`config.mk`:
```
export PLATFORM = sky130hd
export DESIGN_NAME = eep_device_flat
export DESIGN_NICKNAME = d
export VERILOG_FILES = /design/src/hdl/eep_pkg.sv /design/src/hdl/eep_link_if.sv /design/src/hdl/eep_device.sv /design/src/flat_wrapper.sv
export SDC_FILE = /design/constraint.sdc
export NUM_CORES = 1
export LEC_CHECK = 0
export ABC_AREA = 0
export BUFFER_PORTS_ARGS = -buffer_cell sky130_fd_sc_hd__buf_2
export CAP_MARGIN = 20
export CORE_MARGIN = 5
export CORE_UTILIZATION = 35
export CTS_CLUSTER_SIZE = 10
export DETAILED_ROUTE_END_ITERATION = 8
export GPL_TIMING_DRIVEN = 1
export PLACE_DENSITY = 0.52
export SETUP_SLACK_MARGIN = 0.15
export SYNTH_ARGS = -nofsm -noshare
export SYNTH_HDL_FRONTEND = slang
export SYNTH_SLANG_ARGS = --single-unit
```
`constraint.sdc`:
```
create_clock -name clk_in -period 2.5 [get_ports clk_in]
set_input_delay 0.125 -clock clk_in [delete_from_list [all_inputs] [get_ports clk_in]]
set_output_delay 0.125 -clock clk_in [all_outputs]
set_load 0.005 [all_outputs]
```
`src/hdl/eep_pkg.sv`:
```
// Shared constants for the serial nonvolatile memory link
package eep_pkg;
    localparam int WORD_W = 16;
    localparam int WORD_CNT = 16;
    localparam int OP_W = 4;
    localparam int ADDR_W = 4;
    localparam int CMD_W = OP_W + ADDR_W;
    localparam int FRAME_BITS = 1 + CMD_W;
    localparam int READ_BITS = 1 + WORD_W;
    localparam int RISES_PLAIN = FRAME_BITS;
    localparam int RISES_DATA = FRAME_BITS + WORD_W;
    localparam int RISES_READ = FRAME_BITS + READ_BITS;
    // Opcode classes (upper two opcode bits) and full special codes
    localparam logic [1:0] CLS_SPECIAL = 2'h0;
    localparam logic [1:0] CLS_WRITE = 2'h1;
    localparam logic [1:0] CLS_READ = 2'h2;
    localparam logic [1:0] CLS_ERASE = 2'h3;
    localparam logic [3:0] OP_LOCK = 4'h0;
    localparam logic [3:0] OP_BULK_WRITE = 4'h1;
    localparam logic [3:0] OP_BULK_ERASE = 4'h2;
    localparam logic [3:0] OP_UNLOCK = 4'h3;
    localparam logic [15:0] ERASED_WORD = 16'hffff;
    // Timing
    localparam int CLK_PERIOD_NS = 40;
    localparam int PROG_TIME_NS = 10000000;
    localparam int PROG_CYCLES = PROG_TIME_NS / CLK_PERIOD_NS;
    localparam int SK_PERIOD_NS = 1000;
    localparam int SK_HALF_CYCLES = (SK_PERIOD_NS / 2 + CLK_PERIOD_NS - 1) / CLK_PERIOD_NS;
    localparam int CS_LOW_NS = 250;
    localparam int CS_LOW_CYCLES = (CS_LOW_NS + CLK_PERIOD_NS - 1) / CLK_PERIOD_NS;
    localparam int STATUS_VALID_NS = 500;
    localparam int STATUS_CYCLES = (STATUS_VALID_NS + CLK_PERIOD_NS - 1) / CLK_PERIOD_NS;
endpackage

```
`src/hdl/eep_link_if.sv`:
```
// Four-wire serial link between host and memory device
`timescale 1ns/1ps
interface eep_link_if;
    logic chip_sel;
    logic serial_clock;
    logic serial_in;
    logic data_out;
    logic data_out_en;
    logic line_level;

    // Pulled high while nobody drives
    assign line_level = data_out_en ? data_out : 1'b1;

    modport device (
        input chip_sel,
        input serial_clock,
        input serial_in,
        output data_out,
        output data_out_en
    );
    modport host (
        output chip_sel,
        output serial_clock,
        output serial_in,
        input line_level
    );
endinterface

```
`src/hdl/eep_device.sv`:
```
// Memory device end of the serial link
// Summary of operation
// - Sixteen words of sixteen bits, bit-serial access
// - Frame: start one, opcode, then address
// - Opcode 10XX reads the addressed word
// - Opcode 01XX writes sixteen bits, MSB first
// - Opcode 11XX erases word, no data
// - 0011 unlocks programming, 0000 locks it
// - 0010 erases all, 0001 writes all
// - Read: dummy zero then sixteen bits out
// - Lock set at reset, kept until changed
// - Host unlocks before any programming command
// - Reads work whatever the lock state
// - Chip select fall starts programming cycle
// - Host drops select right after data
// - Bulk erase sets every bit to one
// - Host erases array before bulk write
// - Bulk write fills all words at once
// - Select high shows busy zero, ready one
// - Output undriven except read and status
// - Programming completes within ten milliseconds
// - Host keeps select low 250 ns
// - Serial clock period at least 1 us
`timescale 1ns/1ps
module eep_device #(
    parameter int PROG_CYCLES = eep_pkg::PROG_CYCLES
) (
    // Clock and reset
    input wire logic clk_in,
    input wire logic rst_n_in,
    // Link
    eep_link_if.device link,
    // Status
    output logic busy_out,
    output logic unlocked_out
);
    localparam int CW = $clog2(PROG_CYCLES + 1);

    typedef enum logic [7:0] {
        D_IDLE = 8'h01,
        D_CMD = 8'h02,
        D_DATA = 8'h04,
        D_READ = 8'h08,
        D_ARMED = 8'h10,
        D_HOLD = 8'h20,
        D_STATUS = 8'h40,
        D_SHOW = 8'h80
    } eep_dev_st_t;

    typedef struct packed {
        logic [2:0] cs_s;
        logic [2:0] sk_s;
        logic [2:0] di_s;
        logic cs_f;
        logic sk_f;
        logic di_f;
        logic sk_prev;
        eep_dev_st_t st;
        logic [4:0] cnt;
        logic [7:0] cmd;
        logic [15:0] data;
        logic [16:0] rd_sh;
        logic unlock;
        logic busy;
        logic [CW-1:0] prog_cnt;
        logic [3:0] p_op;
        logic [3:0] p_addr;
        logic [15:0] p_data;
        logic [15:0][15:0] mem;
        logic dout;
        logic dout_en;
    } eep_dev_state_t;

    localparam eep_dev_state_t RST_STATE = '{st: D_IDLE, mem: '1, default: '0};

    eep_dev_state_t r_reg;
    eep_dev_state_t r_next;

    always_comb begin
        logic rise;
        logic [7:0] c;
        rise = 1'b0;
        c = '0;
        r_next = r_reg;
        // Three-stage input synchronisers with agreement filter
        r_next.cs_s = {r_reg.cs_s[1:0], link.chip_sel};
        r_next.sk_s = {r_reg.sk_s[1:0], link.serial_clock};
        r_next.di_s = {r_reg.di_s[1:0], link.serial_in};
        if (r_reg.cs_s[1] == r_reg.cs_s[2]) begin
            r_next.cs_f = r_reg.cs_s[2];
        end
        if (r_reg.sk_s[1] == r_reg.sk_s[2]) begin
            r_next.sk_f = r_reg.sk_s[2];
        end
        if (r_reg.di_s[1] == r_reg.di_s[2]) begin
            r_next.di_f = r_reg.di_s[2];
        end
        r_next.sk_prev = r_reg.sk_f;
        rise = r_reg.sk_f & ~r_reg.sk_prev;
        c = {r_reg.cmd[6:0], r_reg.di_f};

        // Self-timed programming cycle
        if (r_reg.busy) begin
            r_next.prog_cnt = r_reg.prog_cnt - 1'b1;
            if (r_reg.prog_cnt == CW'(1)) begin
                r_next.busy = 1'b0;
                if (r_reg.p_op == eep_pkg::OP_BULK_ERASE) begin
                    for (int i = 0; i < eep_pkg::WORD_CNT; i++) begin
                        r_next.mem[i] = eep_pkg::ERASED_WORD;
                    end
                end else if (r_reg.p_op == eep_pkg::OP_BULK_WRITE) begin
                    for (int i = 0; i < eep_pkg::WORD_CNT; i++) begin
                        r_next.mem[i] = r_reg.p_data;
                    end
                end else if (r_reg.p_op[3:2] == eep_pkg::CLS_ERASE) begin
                    r_next.mem[r_reg.p_addr] = eep_pkg::ERASED_WORD;
                end else begin
                    r_next.mem[r_reg.p_addr] = r_reg.p_data;
                end
            end
        end

        // Frame sequencing
        if (!r_reg.cs_f) begin
            case (r_reg.st)
                D_ARMED: begin
                    if (r_reg.unlock && !r_reg.busy) begin
                        // Select fall launches the cycle
                        r_next.busy = 1'b1;
                        r_next.prog_cnt = CW'(PROG_CYCLES);
                        r_next.p_op = r_reg.cmd[7:4];
                        r_next.p_addr = r_reg.cmd[3:0];
                        r_next.p_data = r_reg.data;
                        r_next.st = D_STATUS;
                    end else begin
                        r_next.st = D_IDLE;
                    end
                end
                D_STATUS: begin
                    r_next.st = D_STATUS;
                end
                D_SHOW: begin
                    r_next.st = r_reg.busy ? D_STATUS : D_IDLE;
                end
                default: begin
                    r_next.st = D_IDLE;
                end
            endcase
        end else begin
            case (r_reg.st)
                D_IDLE: begin
                    if (rise && r_reg.di_f && !r_reg.busy) begin
                        r_next.st = D_CMD;
                        r_next.cnt = '0;
                    end
                end
                D_CMD: begin
                    if (rise) begin
                        r_next.cmd = c;
                        r_next.cnt = r_reg.cnt + 5'h01;
                        if (r_reg.cnt == 5'h07) begin
                            r_next.cnt = '0;
                            case (c[7:6])
                                eep_pkg::CLS_READ: begin
                                    r_next.st = D_READ;
                                    r_next.rd_sh = {1'b0, r_reg.mem[c[3:0]]};
                                end
                                eep_pkg::CLS_WRITE: begin
                                    r_next.st = D_DATA;
                                end
                                eep_pkg::CLS_ERASE: begin
                                    r_next.st = D_ARMED;
                                end
                                default: begin
                                    r_next.st = D_HOLD;
                                    if (c[7:4] == eep_pkg::OP_UNLOCK) begin
                                        r_next.unlock = 1'b1;
                                    end else if (c[7:4] == eep_pkg::OP_LOCK) begin
                                        r_next.unlock = 1'b0;
                                    end else if (c[7:4] == eep_pkg::OP_BULK_ERASE) begin
                                        r_next.st = D_ARMED;
                                    end else begin
                                        r_next.st = D_DATA;
                                    end
                                end
                            endcase
                        end
                    end
                end
                D_DATA: begin
                    if (rise) begin
                        r_next.data = {r_reg.data[14:0], r_reg.di_f};
                        r_next.cnt = r_reg.cnt + 5'h01;
                        if (r_reg.cnt == 5'h0f) begin
                            r_next.st = D_ARMED;
                        end
                    end
                end
                D_READ: begin
                    if (rise) begin
                        r_next.dout = r_reg.rd_sh[16];
                        r_next.rd_sh = {r_reg.rd_sh[15:0], 1'b0};
                        if (r_reg.cnt != 5'h1f) begin
                            r_next.cnt = r_reg.cnt + 5'h01;
                        end
                    end
                end
                D_ARMED: begin
                    // Extra clock before select fall cancels the command
                    if (rise) begin
                        r_next.st = D_HOLD;
                    end
                end
                D_STATUS: begin
                    r_next.st = D_SHOW;
                end
                default: begin
                    r_next.st = r_reg.st;
                end
            endcase
        end

        // Output drive
        r_next.dout_en = r_next.cs_f && ((r_next.st == D_READ && r_next.cnt != '0)
            || r_next.st == D_SHOW);
        if (r_next.st == D_SHOW) begin
            r_next.dout = ~r_next.busy;
        end
    end

    always_ff @(posedge clk_in) begin
        if (!rst_n_in) begin
            r_reg <= RST_STATE;
        end else begin
            r_reg <= r_next;
        end
    end

    assign link.data_out = r_reg.dout;
    assign link.data_out_en = r_reg.dout_en;
    assign busy_out = r_reg.busy;
    assign unlocked_out = r_reg.unlock;
endmodule

```
`src/flat_wrapper.sv`:
```
// flat-port wrapper written by rule: the top's interface ports become plain ports
module eep_device_flat 
#(
    parameter int PROG_CYCLES = eep_pkg::PROG_CYCLES
)
  (clk_in, rst_n_in, busy_out, unlocked_out, link_chip_sel, link_serial_clock, link_serial_in, link_data_out, link_data_out_en);
  eep_link_if link_i ();
  input wire logic clk_in;
  input wire logic rst_n_in;
  output logic busy_out;
  output logic unlocked_out;
  input wire logic [$bits(link_i.chip_sel)-1:0] link_chip_sel;
  input wire logic [$bits(link_i.serial_clock)-1:0] link_serial_clock;
  input wire logic [$bits(link_i.serial_in)-1:0] link_serial_in;
  output wire logic [$bits(link_i.data_out)-1:0] link_data_out;
  output wire logic [$bits(link_i.data_out_en)-1:0] link_data_out_en;
  assign link_i.chip_sel = link_chip_sel;
  assign link_i.serial_clock = link_serial_clock;
  assign link_i.serial_in = link_serial_in;
  assign link_data_out = link_i.data_out;
  assign link_data_out_en = link_i.data_out_en;
  eep_device #(.PROG_CYCLES(PROG_CYCLES)) u_core (.clk_in(clk_in), .rst_n_in(rst_n_in), .link(link_i), .busy_out(busy_out), .unlocked_out(unlocked_out));
endmodule
```
; After elaboration in Yosys (flattened, before gate mapping)
; Cells that the tools add are included.
[totals]
regBits = 369
elab_cells = 147
inputBits = 5
[classes]
n_reduce_logical = 23
magnitude_cmp = 3
mux = 49
addsub = 2
eq_ne = 28
bitwise_logic = 6
[op_table]
columns = operator, n
row1 = $mux W256, 3
row2 = $bwmux W256, 1
row3 = $or A256 B256 Y256, 1
row4 = $mux W43, 3
row5 = $bmux W16 S4, 1
row6 = $demux W16 S4, 1
row7 = $mux W16, 4
row8 = $pmux W8 S3, 2
row9 = $mux W47, 1
row10 = $mux W8, 5
row11 = $pmux W8 S5, 1
row12 = $mux W13, 3
row13 = $mux W18, 2
row14 = $mux W17, 2
row15 = $pmux W17 S2, 1
row16 = $mux W21, 1
row17 = $pmux W5 S4, 1
row18 = $mux W19, 1
row19 = $eq A18 B1 Y1 const B, 1
row20 = $sub A18 B1 Y18 const B, 1
row21 = $eq A8 B4 Y1 const B, 2
row22 = $eq A8 B8 Y1 const B, 2
row23 = $mux W5, 3
row24 = $mux W7, 2
row25 = other kinds (32), 66

; Depth between registers and ports, before layout
; Gate-level depths: netlist (run 1).
[depth]
ltp_word = 13
ltp_mapped = 10
mapped_depth_nobuf = 9

; Worst setup path after synthesis (run 1)
; OpenSTA, ideal clock, no wires.
[synth_timing]
path_kind = register to register
start = reg u_core.r_reg[357] in the netlist's numbering
end = reg u_core.r_reg[309] in the netlist's numbering
arrival_ns = 2.165
setup_time_ns = 0.132
stages_incl_launch_ff = 8
setup_slack_ns = 0.203
path_cell_list = dfxtp_1 > clkbuf_1 > buf_4 > buf_4 > mux4_2 > mux4_2 > a221oi_1 > nor3_1
[synth_via]
elab_chain_cells = 6
[synth_lines]
columns = item, line_no
row1 = "start, declared", eep_device.sv:76  ; eep_dev_state_t r_reg;
row2 = "start signal, assigned", eep_device.sv:235  ; r_reg <= r_next;
row3 = $bmux W16 S4, eep_device.sv:166  ; r_next.rd_sh = {1'b0, r_reg.mem[c[3:0]]};
row4 = $mux W16 (not written as such), eep_device.sv:166
row5 = $mux W17, eep_device.sv:163  ; case (c[7:6])
row6 = $mux W18, eep_device.sv:161  ; if (r_reg.cnt == 5'h07) begin
row7 = $mux W18, eep_device.sv:158  ; if (rise) begin
row8 = $pmux W17 S2, eep_device.sv:150  ; case (r_reg.st)
; No other way between the ends. The select of a mux whose other input is x is not followed.
; A chain may end at the register's enable or synchronous reset.

; Worst setup path in the final report (run 1)
[layout_timing]
start = reg u_core.r_reg, in the netlist u_core.r_next[356]
end = reg u_core.r_reg, in the netlist u_core.link.data_out_en
[layout_via]
elab_chain_cells = 10
elab_cells_between_ends = 18
classes_between = 2 x eq/ne / 9 x mux / 1 x bitwise / 6 x reduce/logical
[layout_lines]
columns = item, line_no
row1 = $and A1 B1 Y1 *, eep_device.sv:99  ; rise = r_reg.sk_f & ~r_reg.sk_prev;
row2 = $logic_and A1 B1 Y1 (2 in a row), eep_device.sv:152  ; if (rise && r_reg.di_f && !r_reg.busy) begin
row3 = $mux W13, eep_device.sv:152
row4 = $pmux W8 S5 or $pmux W5 S4 (tied branches), eep_device.sv:150
row5 = $mux W8 or $mux W47 (tied branches), eep_device.sv:124  ; if (!r_reg.cs_f) begin
row6 = $eq A8 B4 Y1 or $reduce_bool A5 Y1 (tied branches), eep_device.sv:224  ; r_next.dout_en = r_next.cs_f && ((r_next.st == D_READ && r_next.cnt != '0)
row7 = $logic_and A1 B1 Y1, eep_device.sv:224
row8 = $logic_or A1 B1 Y1 *, eep_device.sv:225  ; || r_next.st == D_SHOW);
row9 = $logic_and A1 B1 Y1 *, eep_device.sv:224
; Mark *: on every way between the ends. The rest lies on a longest branch, timed or not.

==> summary.txt, run 1 <==
Timing
  • Crit path time final: 2430 ps
  • Achievable Freq: between 400 and 500 MHz
  • Fin crit share: 97.2%
  • Endpoints failing hold: 0
  • Setup TNS: 0 ps
  • Post-Route Skew: 22.1 ps
  • Fin. max-slew vios: 0
  • Fin Hold WS: 297 ps
  • Final setup vio count: 0
  • RSZ-0062 raised after global routing: true
  • Worst Tran Pin Value: 953 ps
  • Relative slew slack: 36.5%

Final layout
  • Final net count: slightly below 2000
  • Non-Filler Instances: 2657
  • Ant diodes: 0
  • Share of cells above drive strength 1: 18.9%
  • Max reg flops: 358
  • P&R area growth vs syn: 18.4%

Synth
  • Most frequent cell after synthesis: dfxtp_1
  • Syn Area/Cell: 8.89 sq um
  • Cell Area, Synth: 17600 sq um
  • EDFF count, synth: 0
  • Synthesis-stage register bit count: about 370
  • Top FF cell, synth: dfxtp_1
  • Post-synth ARST share: 0%
  • Post-synthesis sequential area ratio: 42.0%
  • Ranking of synthesized cells by area: dfxtp_1 42%, o211ai_1 11%, mux4_2 10%
  • Commonest cells in the netlist: 369 x dfxtp_1, 330 x a21oi_1, 258 x o211ai_1, 250 x o21ai_0, 179 x clkbuf_1
  • Area share of the largest cell type after synthesis: between 40% and 50%
  • Total of warnings raised by yosys: 0
  • Syn Nets: 1992
  • Synth area leader: dfxtp_1
  • Cells after Synth: 1981
  • Synth unique cells: 70

GRT
  • Largest net degree at the start of global routing: 158
  • GRT Util Overall: 21.3%
  • Via count of the first global-routing pass: around 15000
  • Antenna violations before repair: 0
  • First-pass GRT wire length: 92500 um
  • Global route overflow: 0

Clock network
  • Clk_lat worst skew: 580 ps
  • CTS H-tree lvls: 2
  • Longest Clk Path Bufs: 3
  • Clock transition at path regs: 50 ps
  • Clk sinks: 369
  • CTS tree: built
  • Root buffer cell: clkbuf_16
  • Num CTS Buffers: 45

Placed design
  • # placed instances: 2557
  • HPWL Detailed: about 36000 um
  • I/O Buffers: 8
  • RD Place Congestion: 0.840

Floorplanning
  • Core Region: 50000 sq um
  • Initial Util: 35.2%
  • Top Ports: 9
  • Row Count: between 80 and 90
  • Die area: 54900 sq um
  • Die Span X: 234 um
  • Die height: ~230 um

Setup path
  • Worst setup SP type: flip-flop
  • Data arrival time of the critical path: 2930 ps
  • CP Class: reg2reg
  • CP Capture Type: flip-flop
  • Worst EP required: 3000 ps
  • Register-to-Register Path Depth: 7
  • End of the worst register-to-register path: u_core.link.data_out_en
  • Crit Path Max Fanout: 9
  • FF-to-FF setup slack: 70 ps
  • R2R Path Start: u_core.r_next[356]

Power and ir drop
  • Sw Pwr: 2.63 mW
  • Pwr Density: 582 nW/um^2
  • Peak VDD IR: 462 uV
  • Logic gate share of total power: 1.1%
  • Lkg Pwr: 6.69 nW
  • Seq pwr share: 48.5%
  • Sw frac: 21.7%
  • Power share of the clock group: 50.3%
  • P_int: around 9.5 mW
  • Total power: 12.1 mW

Route
  • WL per Instance: 23.0 um
  • First-pass iteration count of the detailed router: 5
  • Drt drc: 0
  • Via count: around 16000
  • Antenna Nets Post-Route: 0
  • Vias/cell: 6.06
  • Initial drt markers: 1585
  • Post-Route WL: 61000 um

Run status
  • Status: completed

Hold path
  • Hold Path Depth: 3
  • Min-delay worst type: in2reg
  • Hold Crit Endpoint: u_core.r_next[364]
  • Hold Crit Start: link_serial_clock

Run
  • Max-Cap Viols: 0
[critical path, cell delays in order (launching register included)]
cell and delay (ps):
dfxtp_1 330, nor2b_1 540, nand3_1 150, o2bb2ai_1 180, nor4_1 380, o2111ai_2 210, or3b_1 430, a21oi_2 130
[cells in the final DEF, fill, tap and decap left out, types with 14 or more instances in the layout]
master and instances:
nor3_1 23, o21ai_0 114, a21o_1 17, o21ai_1 136, clkbuf_16 55, mux4_2 80, a21oi_1 329, o21ai_2 34
nand2_1 119, buf_12 18, buf_6 15, dfxtp_1 359, nor2_1 97, o211ai_1 258, a221oi_1 14, buf_4 97
[timing repair]
action                     CTS  global route
hold buffers                 4             0
pin swaps                    2             8
gates resized for setup     16           202
gates cloned                 0            11
hold endpoints to repair     4             0
setup endpoints to repair   33           268
buffers inserted             5            15
[power groups by stage]
stage	Combinational, mW	Sequential (mW)	Clock (mW)
final	0.138	5.89	6.10
after global routing	0.148	5.88	6.45
after CTS	0.136	5.89	6.24
after detailed placement	0.130	6.02	0
after global placement	0.129	6.02	0
after floorplan	0.0886	6.02	0
[through the flow]
step | utilization (%) | setup WS (ps) | area [sq um]
final | 41.7 | 68.9 | 20800
after detailed placement | 37.5 | 87.1 | 18800
after global placement | 37.5 | 63.8 | 18800
after CTS | 40.4 | 96.0 | 20200
after global routing | 41.7 | -35.9 | 20800
after floorplan | - | 203 | 17600
[cells by family (layout without fill, tap and decap cells)]
kind of cell             count (synthesis)  in the layout  share of synthesized area (%)
AO/OA/AOI/OAI                          933            933                           31.5
AND/OR/NAND/NOR                        342            342                           9.53
XOR/XNOR                                18             18                          0.895
buffers and inverters                  231            235                           5.35
flip-flops                             369            369                           42.0
multiplexers                            82             82                           10.3
adder cells (fa/ha/maj)                  6              6                          0.426
[per-layer routing]
metal  part of all wire (%)  GRT usage, %  vias to the layer above
met5                      0             0                        -
met4                    3.3          6.97                        0
met3                    6.9          3.33                      137
met2                     45          32.9                      611
met1                     45          30.6                     7930
li1                       -             -                     7433
[area by class of cell]
| class | instances | area [sq um] |
|---|---|---|
| Clock buffer | 60 | 1260 |
| Fill cell | 4829 | 29100 |
| Timing Repair Buffer | 159 | 1700 |
| Tap cell | 672 | 841 |
| Multi-Input combinational cell | 1381 | 9540 |
| Sequential cell | 369 | 7410 |
| Clock inverter | 5 | 56.3 |
| Inverter | 11 | 41.3 |
[how the worst max path moves through the flow]
stage | start | endpoint | slack, ps | cells after the start
2_1_floorplan | u_core.r_reg[357] | u_core.r_reg[309] | 200 | 7
3_3_place_gp | u_core.r_reg[351] | u_core.link.data_out_en | 60 | 7
3_5_place_dp | u_core.r_reg[351] | u_core.link.data_out_en | 90 | 7
4_1_cts | u_core.r_reg[286] | u_core.r_reg[192] | 100 | 9
5_1_grt | u_core.r_reg[286] | u_core.r_reg[256] | -40 | 9
6_report | u_core.r_next[356] | u_core.link.data_out_en | 70 | 7
No activity file was read; power rests on OpenSTA's default activity.
==> inputs of run 2 (changes only) <==
CORE_UTILIZATION = 40   (was 35)
PLACE_DENSITY = 0.57   (was 0.52)
==> run 2 against run 1 <==
- die area decreased by 12%
- combinational power is 4% lower
- sequential share of layout area increased by 0.85 points
- critical endpoint is now u_core.link.data_out
- design area is 2.5% lower
- sequential power barely moved
- via count decreased by 1.3%
- register-to-register slack better by 40 ps
- largest power group is now sequential cells
- highest routed layer unchanged
==> summary.txt, run 2 (same netlist as run 1, synthesis figures left out) <==
Final layout
  • Max reg flops: 358 (unchanged)
  • Non-Filler Instances: 2558 (-3.7%)
  • Ant diodes: 0 (unchanged)
  • Share of cells above drive strength 1: 16.9% (-2.1 points)
  • P&R area growth vs syn: 15.4%
  • Final net count: 1966 (-0.61%)
  • Post-Layout Inst Area: 20300 sq um (-2.5%)
  • Most common cell after layout, fill and taps aside: dfxtp_1
  • Most frequent cells in the layout: 365 x dfxtp_1, 329 x a21oi_1, 258 x o211ai_1
  • Fillers: 4011 (-17%)

Run status
  • Status: completed

Timing
  • Final worst setup slack: 112 ps (+42.7 ps)
  • RSZ-0062 raised after global routing: true
  • Relative slew slack: 39.7% (+3.2 points)
  • Setup TNS: 0 ps (unchanged)
  • Final setup vio count: 0 (unchanged)
  • Achievable Freq: 419 MHz (+1.8%)
  • Post-Route Skew: 12.9 ps (-9.25 ps)
  • Crit path time final: 2390 ps (-42.7 ps)
  • Endpoints failing hold: 0 (unchanged)
  • Worst Tran Pin Value: 905 ps (-48.0 ps)
  • Fin. max-slew vios: 0 (unchanged)
  • Fin crit share: 95.5% (-1.7 points)

Floorplanning
  • Top Ports: 9 (unchanged)
  • Die height: 220 um (-6.2%)
  • Initial Util: 40.7% (+5.5 points)
  • Core Region: 43300 sq um (-13%)
  • Row Count: 76 (-7.3%)
  • Die Span X: 220 um (-6.2%)
  • Die area: 48300 sq um (-12%)

Clock network
  • Root buffer cell: clkbuf_16
  • Clock transition at path regs: 60 ps (about the same)
  • CTS tree: built
  • CTS H-tree lvls: 2 (unchanged)
  • Longest Clk Path Bufs: 3 (unchanged)
  • Clk sinks: 369 (unchanged)
  • Clk_lat worst skew: 570 ps (about the same)
  • Num CTS Buffers: 45 (unchanged)

Route
  • Vias/cell: 6.22 (+2.5%)
  • Antenna Nets Post-Route: 0 (unchanged)
  • First-pass iteration count of the detailed router: 6 (+1)
  • WL per Instance: 22.3 um (-2.8%)
  • Via count: 15900 (-1.3%)
  • Post-Route WL: 57100 um (-6.4%)
  • Drt drc: 0 (unchanged)
  • Initial drt markers: 1607 (+1.4%)

Setup path
  • Worst EP required: 2950 ps (-50 ps)
  • Worst setup SP type: flip-flop
  • CP Class: reg2reg
  • CP Capture Type: flip-flop
  • Data arrival time of the critical path: 2840 ps (-90 ps)
  • Crit Path Max Fanout: 5 (-4)

GRT
  • Via count of the first global-routing pass: 15100 (-0.42%)
  • Largest net degree at the start of global routing: 162 (+2.5%)
  • Global route overflow: 0 (unchanged)
  • Antenna violations before repair: 0 (unchanged)
  • GRT Util Overall: 23.2% (+1.9 points)
  • First-pass GRT wire length: 88800 um (-4.0%)

Power and ir drop
  • Total power: 11.9 mW (-2.3%)
  • Peak VDD IR: 533 uV (+16%)
  • Pwr Density: 583 nW/um^2 (+0.20%)
  • Lkg Pwr: 6.47 nW (-3.3%)

Placed design
  • I/O Buffers: 8 (unchanged)
  • Pre-CTS setup slack: 42.7 ps (-44.4 ps)
  • # placed instances: 2486 (-2.8%)
  • RD Place Congestion: 0.891 (+6.1%)
  • Area after DPL: 18900 sq um (+0.93%)
  • HPWL Detailed: 35100 um (-2.0%)

Hold path
  • Min-delay worst type: in2reg

Run
  • Max-Cap Viols: 0 (unchanged)
-- run 2: changes by cell type in the layout (fill, tap and decap cells not counted), moves of 2 or more --
cell / previous run / this run
buf_16: 2 / 0
buf_4: 97 / 103
o21ai_4: 3 / 0
buf_12: 18 / 29
o21ai_2: 34 / 16
dfxtp_2: 7 / 2
clkbuf_16: 55 / 45
clkbuf_1: 9 / 12
buf_8: 6 / 0
o21ai_0: 114 / 195
buf_6: 15 / 3
dfxtp_1: 359 / 365
o21ai_1: 136 / 76
-- run 2: layout make-up --
cell class | instances | area [sq um] | share of cell area (%)
Multi-Input combinational cell | 1381 | 9420 | 46.4
Sequential cell | 369 | 7400 | 36.4
Timing Repair Buffer | 147 | 1480 | 7.26
Clock buffer | 62 | 1240 | 6.10
Tap cell | 585 | 732 | 3.60
Inverter | 11 | 41.3 | 0.203
Clock inverter | 3 | 17.5 | 0.0862
-- run 2: layer usage --
layer	vias to the layer above	track usage (%)	share of wire, %
li1	7379	-	-
met1	7801	31.5	43
met2	578	36.9	47
met3	142	3.50	6.1
met4	0	9.94	4.2
met5	-	0	0
-- run 2: worst max-delay path, cell delays in order (launching register included) --
cell	delay, ps
dfxtp_1	350
or4_4	570
a2111oi_4	300
nor3_2	100
a2111oi_2	280
o2111ai_1	200
buf_4	180
o311a_1	310
-- run 2: path summary, 6_finish.rpt --
path                       from  slack [ps]  cells after the start                   end
min               link_chip_sel         330                      3    u_core.r_next[367]
max reg2reg   u_core.r_reg[348]         110                      7  u_core.link.data_out
min reg2reg  u_core.r_next[367]         430                      1    u_core.r_next[368]
max           u_core.r_reg[348]         110                      7  u_core.link.data_out
-- run 2: report_power, final --
part	switching (mW)	internal [mW]
Sequential	0.00247	5.89
Clock	2.44	3.40
Combinational	0.106	0.0276
Total	2.54	9.31
-- run 2: repair_timing --
item	4_1_cts	5_1_grt
hold buffers	4	0
pin swaps	2	3
gates resized for setup	7	59
endpoints found under the setup margin	168	282
buffers inserted	2	1
hold endpoints to repair	31	0
-- run 2: metrics by stage --
stage	utilization (%)	hold WS, ps
floorplan	-	252
global route	47.0	340
CTS	46.9	302
finish	47.0	332
global placement	43.7	340
detailed placement	43.7	358
==> inputs of run 3 (changes only) <==
CTS_BUF_LIST = sky130_fd_sc_hd__clkbuf_8 sky130_fd_sc_hd__clkbuf_16   (was unset)
clock period = 3 ns   (was 2.5 ns; I/O delays follow)
==> run 3 against run 2 <==
- flip-flop and latch count stayed put
- sequential share of layout area up 1.2 points
- critical endpoint is now u_core.link.data_out_en
- utilization decreased by 1.5 points
- clock power is 22% lower
==> summary.txt, run 3 (same netlist as run 1, synthesis figures left out) <==
Floorplanning
  • Die area: 48300 sq um (unchanged)
  • Core Region: 43300 sq um (unchanged)
  • Row Count: 76 (unchanged)
  • Die Span X: 220 um (unchanged)
  • Initial Util: 40.7% (unchanged)
  • Top Ports: 9 (unchanged)
  • Die height: 220 um (unchanged)

GRT
  • Antenna violations before repair: 0 (unchanged)
  • First-pass GRT wire length: 90700 um (+2.1%)
  • Met3 Resource Use GR: 3.61% (+0.11 points)
  • Largest net degree at the start of global routing: 154 (-4.9%)
  • Via count of the first global-routing pass: 15100 (unchanged)
  • Global route overflow: 0 (unchanged)
  • Global-route met2 utilization: 36.6% (-0.29 points)
  • Busiest grt layer: met2
  • Met1 GRT Util: 33.3% (+1.8 points)
  • GRT Util Overall: 23.6% (+0.42 points)

Placed design
  • RD Place Congestion: 0.845 (-5.2%)
  • HPWL Detailed: 34500 um (-1.7%)
  • I/O Buffers: 8 (unchanged)
  • Pre-CTS setup slack: 333 ps (+291 ps)

Setup path
  • CP Cell Sequence: nor4_2, buf_4, nand3_1, o21ai_0, o31ai_1, o2111ai_1, or3b_1, a21oi_1
  • Delay of the slowest critical-path stage: 640 ps (+70 ps)
  • Slowest CP cell: dfxtp_1
  • Critical path origin: u_core.r_reg[354]
  • Register-to-Register Path Depth: 8 (+1)
  • CP Class: reg2reg
  • End of the worst register-to-register path: u_core.link.data_out_en
  • Worst setup SP type: flip-flop
  • Worst EP required: 3490 ps (+540 ps)
  • R2R Path Start: u_core.r_reg[354]
  • FF-to-FF setup slack: 380 ps (+270 ps)
  • Top delay family on crit path: compound AO/OA/AOI/OAI gates
  • Crit path depth: 8 (+1)
  • Crit Path Max Fanout: 13 (+8)
  • Critical Path Sink: u_core.link.data_out_en
  • Data arrival time of the critical path: 3110 ps (+270 ps)
  • Buf/Inv on CP: 1 (unchanged)
  • CP Capture Type: flip-flop

Timing
  • Final worst setup slack: 380 ps (+269 ps)
  • Fin. max-slew vios: 0 (unchanged)
  • Setup TNS: 0 ps (unchanged)
  • Relative slew slack: 35.8% (-3.9 points)
  • Worst Tran Pin Value: 963 ps (+58.2 ps)
  • Final setup vio count: 0 (unchanged)
  • Endpoints failing hold: 0 (unchanged)
  • Post-Route Skew: 13.4 ps (+0.582 ps)
  • Crit path time final: 2620 ps (+231 ps)
  • Achievable Freq: 382 MHz (-8.8%)
  • RSZ-0062 raised after global routing: false
  • Fin crit share: 87.3% (-8.2 points)

Final layout
  • Most common cell after layout, fill and taps aside: dfxtp_1
  • Ant diodes: 0 (unchanged)
  • P&R area growth vs syn: 11.7%
  • Final net count: 1921 (-2.3%)
  • Share of cells above drive strength 1: 14.4% (-2.4 points)
  • Fillers: 4117 (+2.6%)
  • Most frequent cells in the layout: 365 x dfxtp_1, 330 x a21oi_1, 258 x o211ai_1
  • Sequential cell area: 7400 sq um (unchanged)
  • Max reg flops: 358 (unchanged)
  • Multi-input logic area: 9370 sq um (-0.54%)

Clock network
  • Clk sinks: 369 (unchanged)
  • Clk_lat worst skew: 560 ps (about the same)
  • Longest Clk Path Bufs: 3 (unchanged)
  • Root buffer cell: clkbuf_16
  • CTS tree: built
  • Num CTS Buffers: 43 (-4.4%)
  • CTS H-tree lvls: 2 (unchanged)
  • Clock transition at path regs: 60 ps (about the same)
  • Post-CTS Setup Bufs: 0 (-2)

Route
  • Vias/cell: 6.32 (+1.7%)
  • First-pass iteration count of the detailed router: 6 (unchanged)
  • Post-Route WL: 57100 um (about the same)
  • WL per Instance: 22.8 um (+2.1%)
  • Drt drc: 0 (unchanged)
  • Initial drt markers: 1861 (+16%)
  • Via count: 15800 (-0.42%)
  • Antenna Nets Post-Route: 0 (unchanged)

Run status
  • Status: completed

Power and ir drop
  • Peak VDD IR: 308 uV (-42%)
  • Pwr Density: 485 nW/um^2 (-17%)
  • Lkg Pwr: 6.15 nW (-5.0%)

Hold path
  • Hold Path Depth: 2 (-1)
  • Min-delay worst type: in2reg

Run
  • Max-Cap Viols: 0 (unchanged)
run 3: cell count changes in the layout (fill, tap and decap cells not counted), sizes merged:
cell and change:
dlygate4sd3 -1, clkbuf -18, clkinvlp -1, inv +9, clkinv -1, buf -42
run 3: through the flow:
step / util (%) / area (sq um) / hold slack [ps] / total power [mW] / std cells
2_1_floorplan: - / 17600 / 277 / 5.09 / 1981
3_3_place_gp: 42.7 / 18500 / 355 / 5.12 / 2446
3_5_place_dp: 42.8 / 18500 / 360 / 5.12 / 2447
4_1_cts: 45.5 / 19700 / 62.4 / 9.64 / 2504
5_1_grt: 45.5 / 19700 / 94.7 / 9.86 / 2504
6_report: 45.5 / 19700 / 67.0 / 9.55 / 2504
run 3: worst min-delay path by stage:
| stage | start | to | slack [ps] |
|---|---|---|---|
| 3_3_place_gp | link_serial_clock | u_core.r_next[364] | 350 |
| 2_1_floorplan | link_serial_in | u_core.r_next[361] | 280 |
| 4_1_cts | rst_n_in | u_core.r_reg[253] | 60 |
| 6_report | rst_n_in | u_core.r_reg[253] | 70 |
| 5_1_grt | rst_n_in | u_core.r_reg[237] | 90 |
| 3_5_place_dp | link_serial_clock | u_core.r_next[364] | 360 |
run 3: per-layer routing:
| metal | wire length, um | up-vias |
|---|---|---|
| met4 | 2210 | 0 |
| met2 | 26000 | 622 |
| met5 | 0 | - |
| met3 | 3980 | 130 |
| met1 | 24900 | 7811 |
| li1 | - | 7270 |
run 3: report_power, final:
part | internal, mW | leakage (nW) | total, mW | switching (mW)
sequential | 4.91 | 2.99 | 4.91 | 0.00272
clock | 2.56 | 0.588 | 4.53 | 1.97
combinational | 0.0218 | 2.57 | 0.109 | 0.0875
run 3: cell type report:
| class | instances | area share [%] |
|---|---|---|
| sequential | 369 | 37.6 |
| inverter | 11 | 0.210 |
| clock buffer | 44 | 5.54 |
| clock inverter | 10 | 0.223 |
| timing repair buffer | 104 | 5.05 |
| multi-input combinational | 1381 | 47.6 |
| tap | 585 | 3.72 |
run 3: what timing repair did:
item | CTS | global route
setup endpoints to repair | 0 | 17
hold endpoints to repair | 3 | 0
resized for setup | 0 | 3
hold buffers | 3 | 0
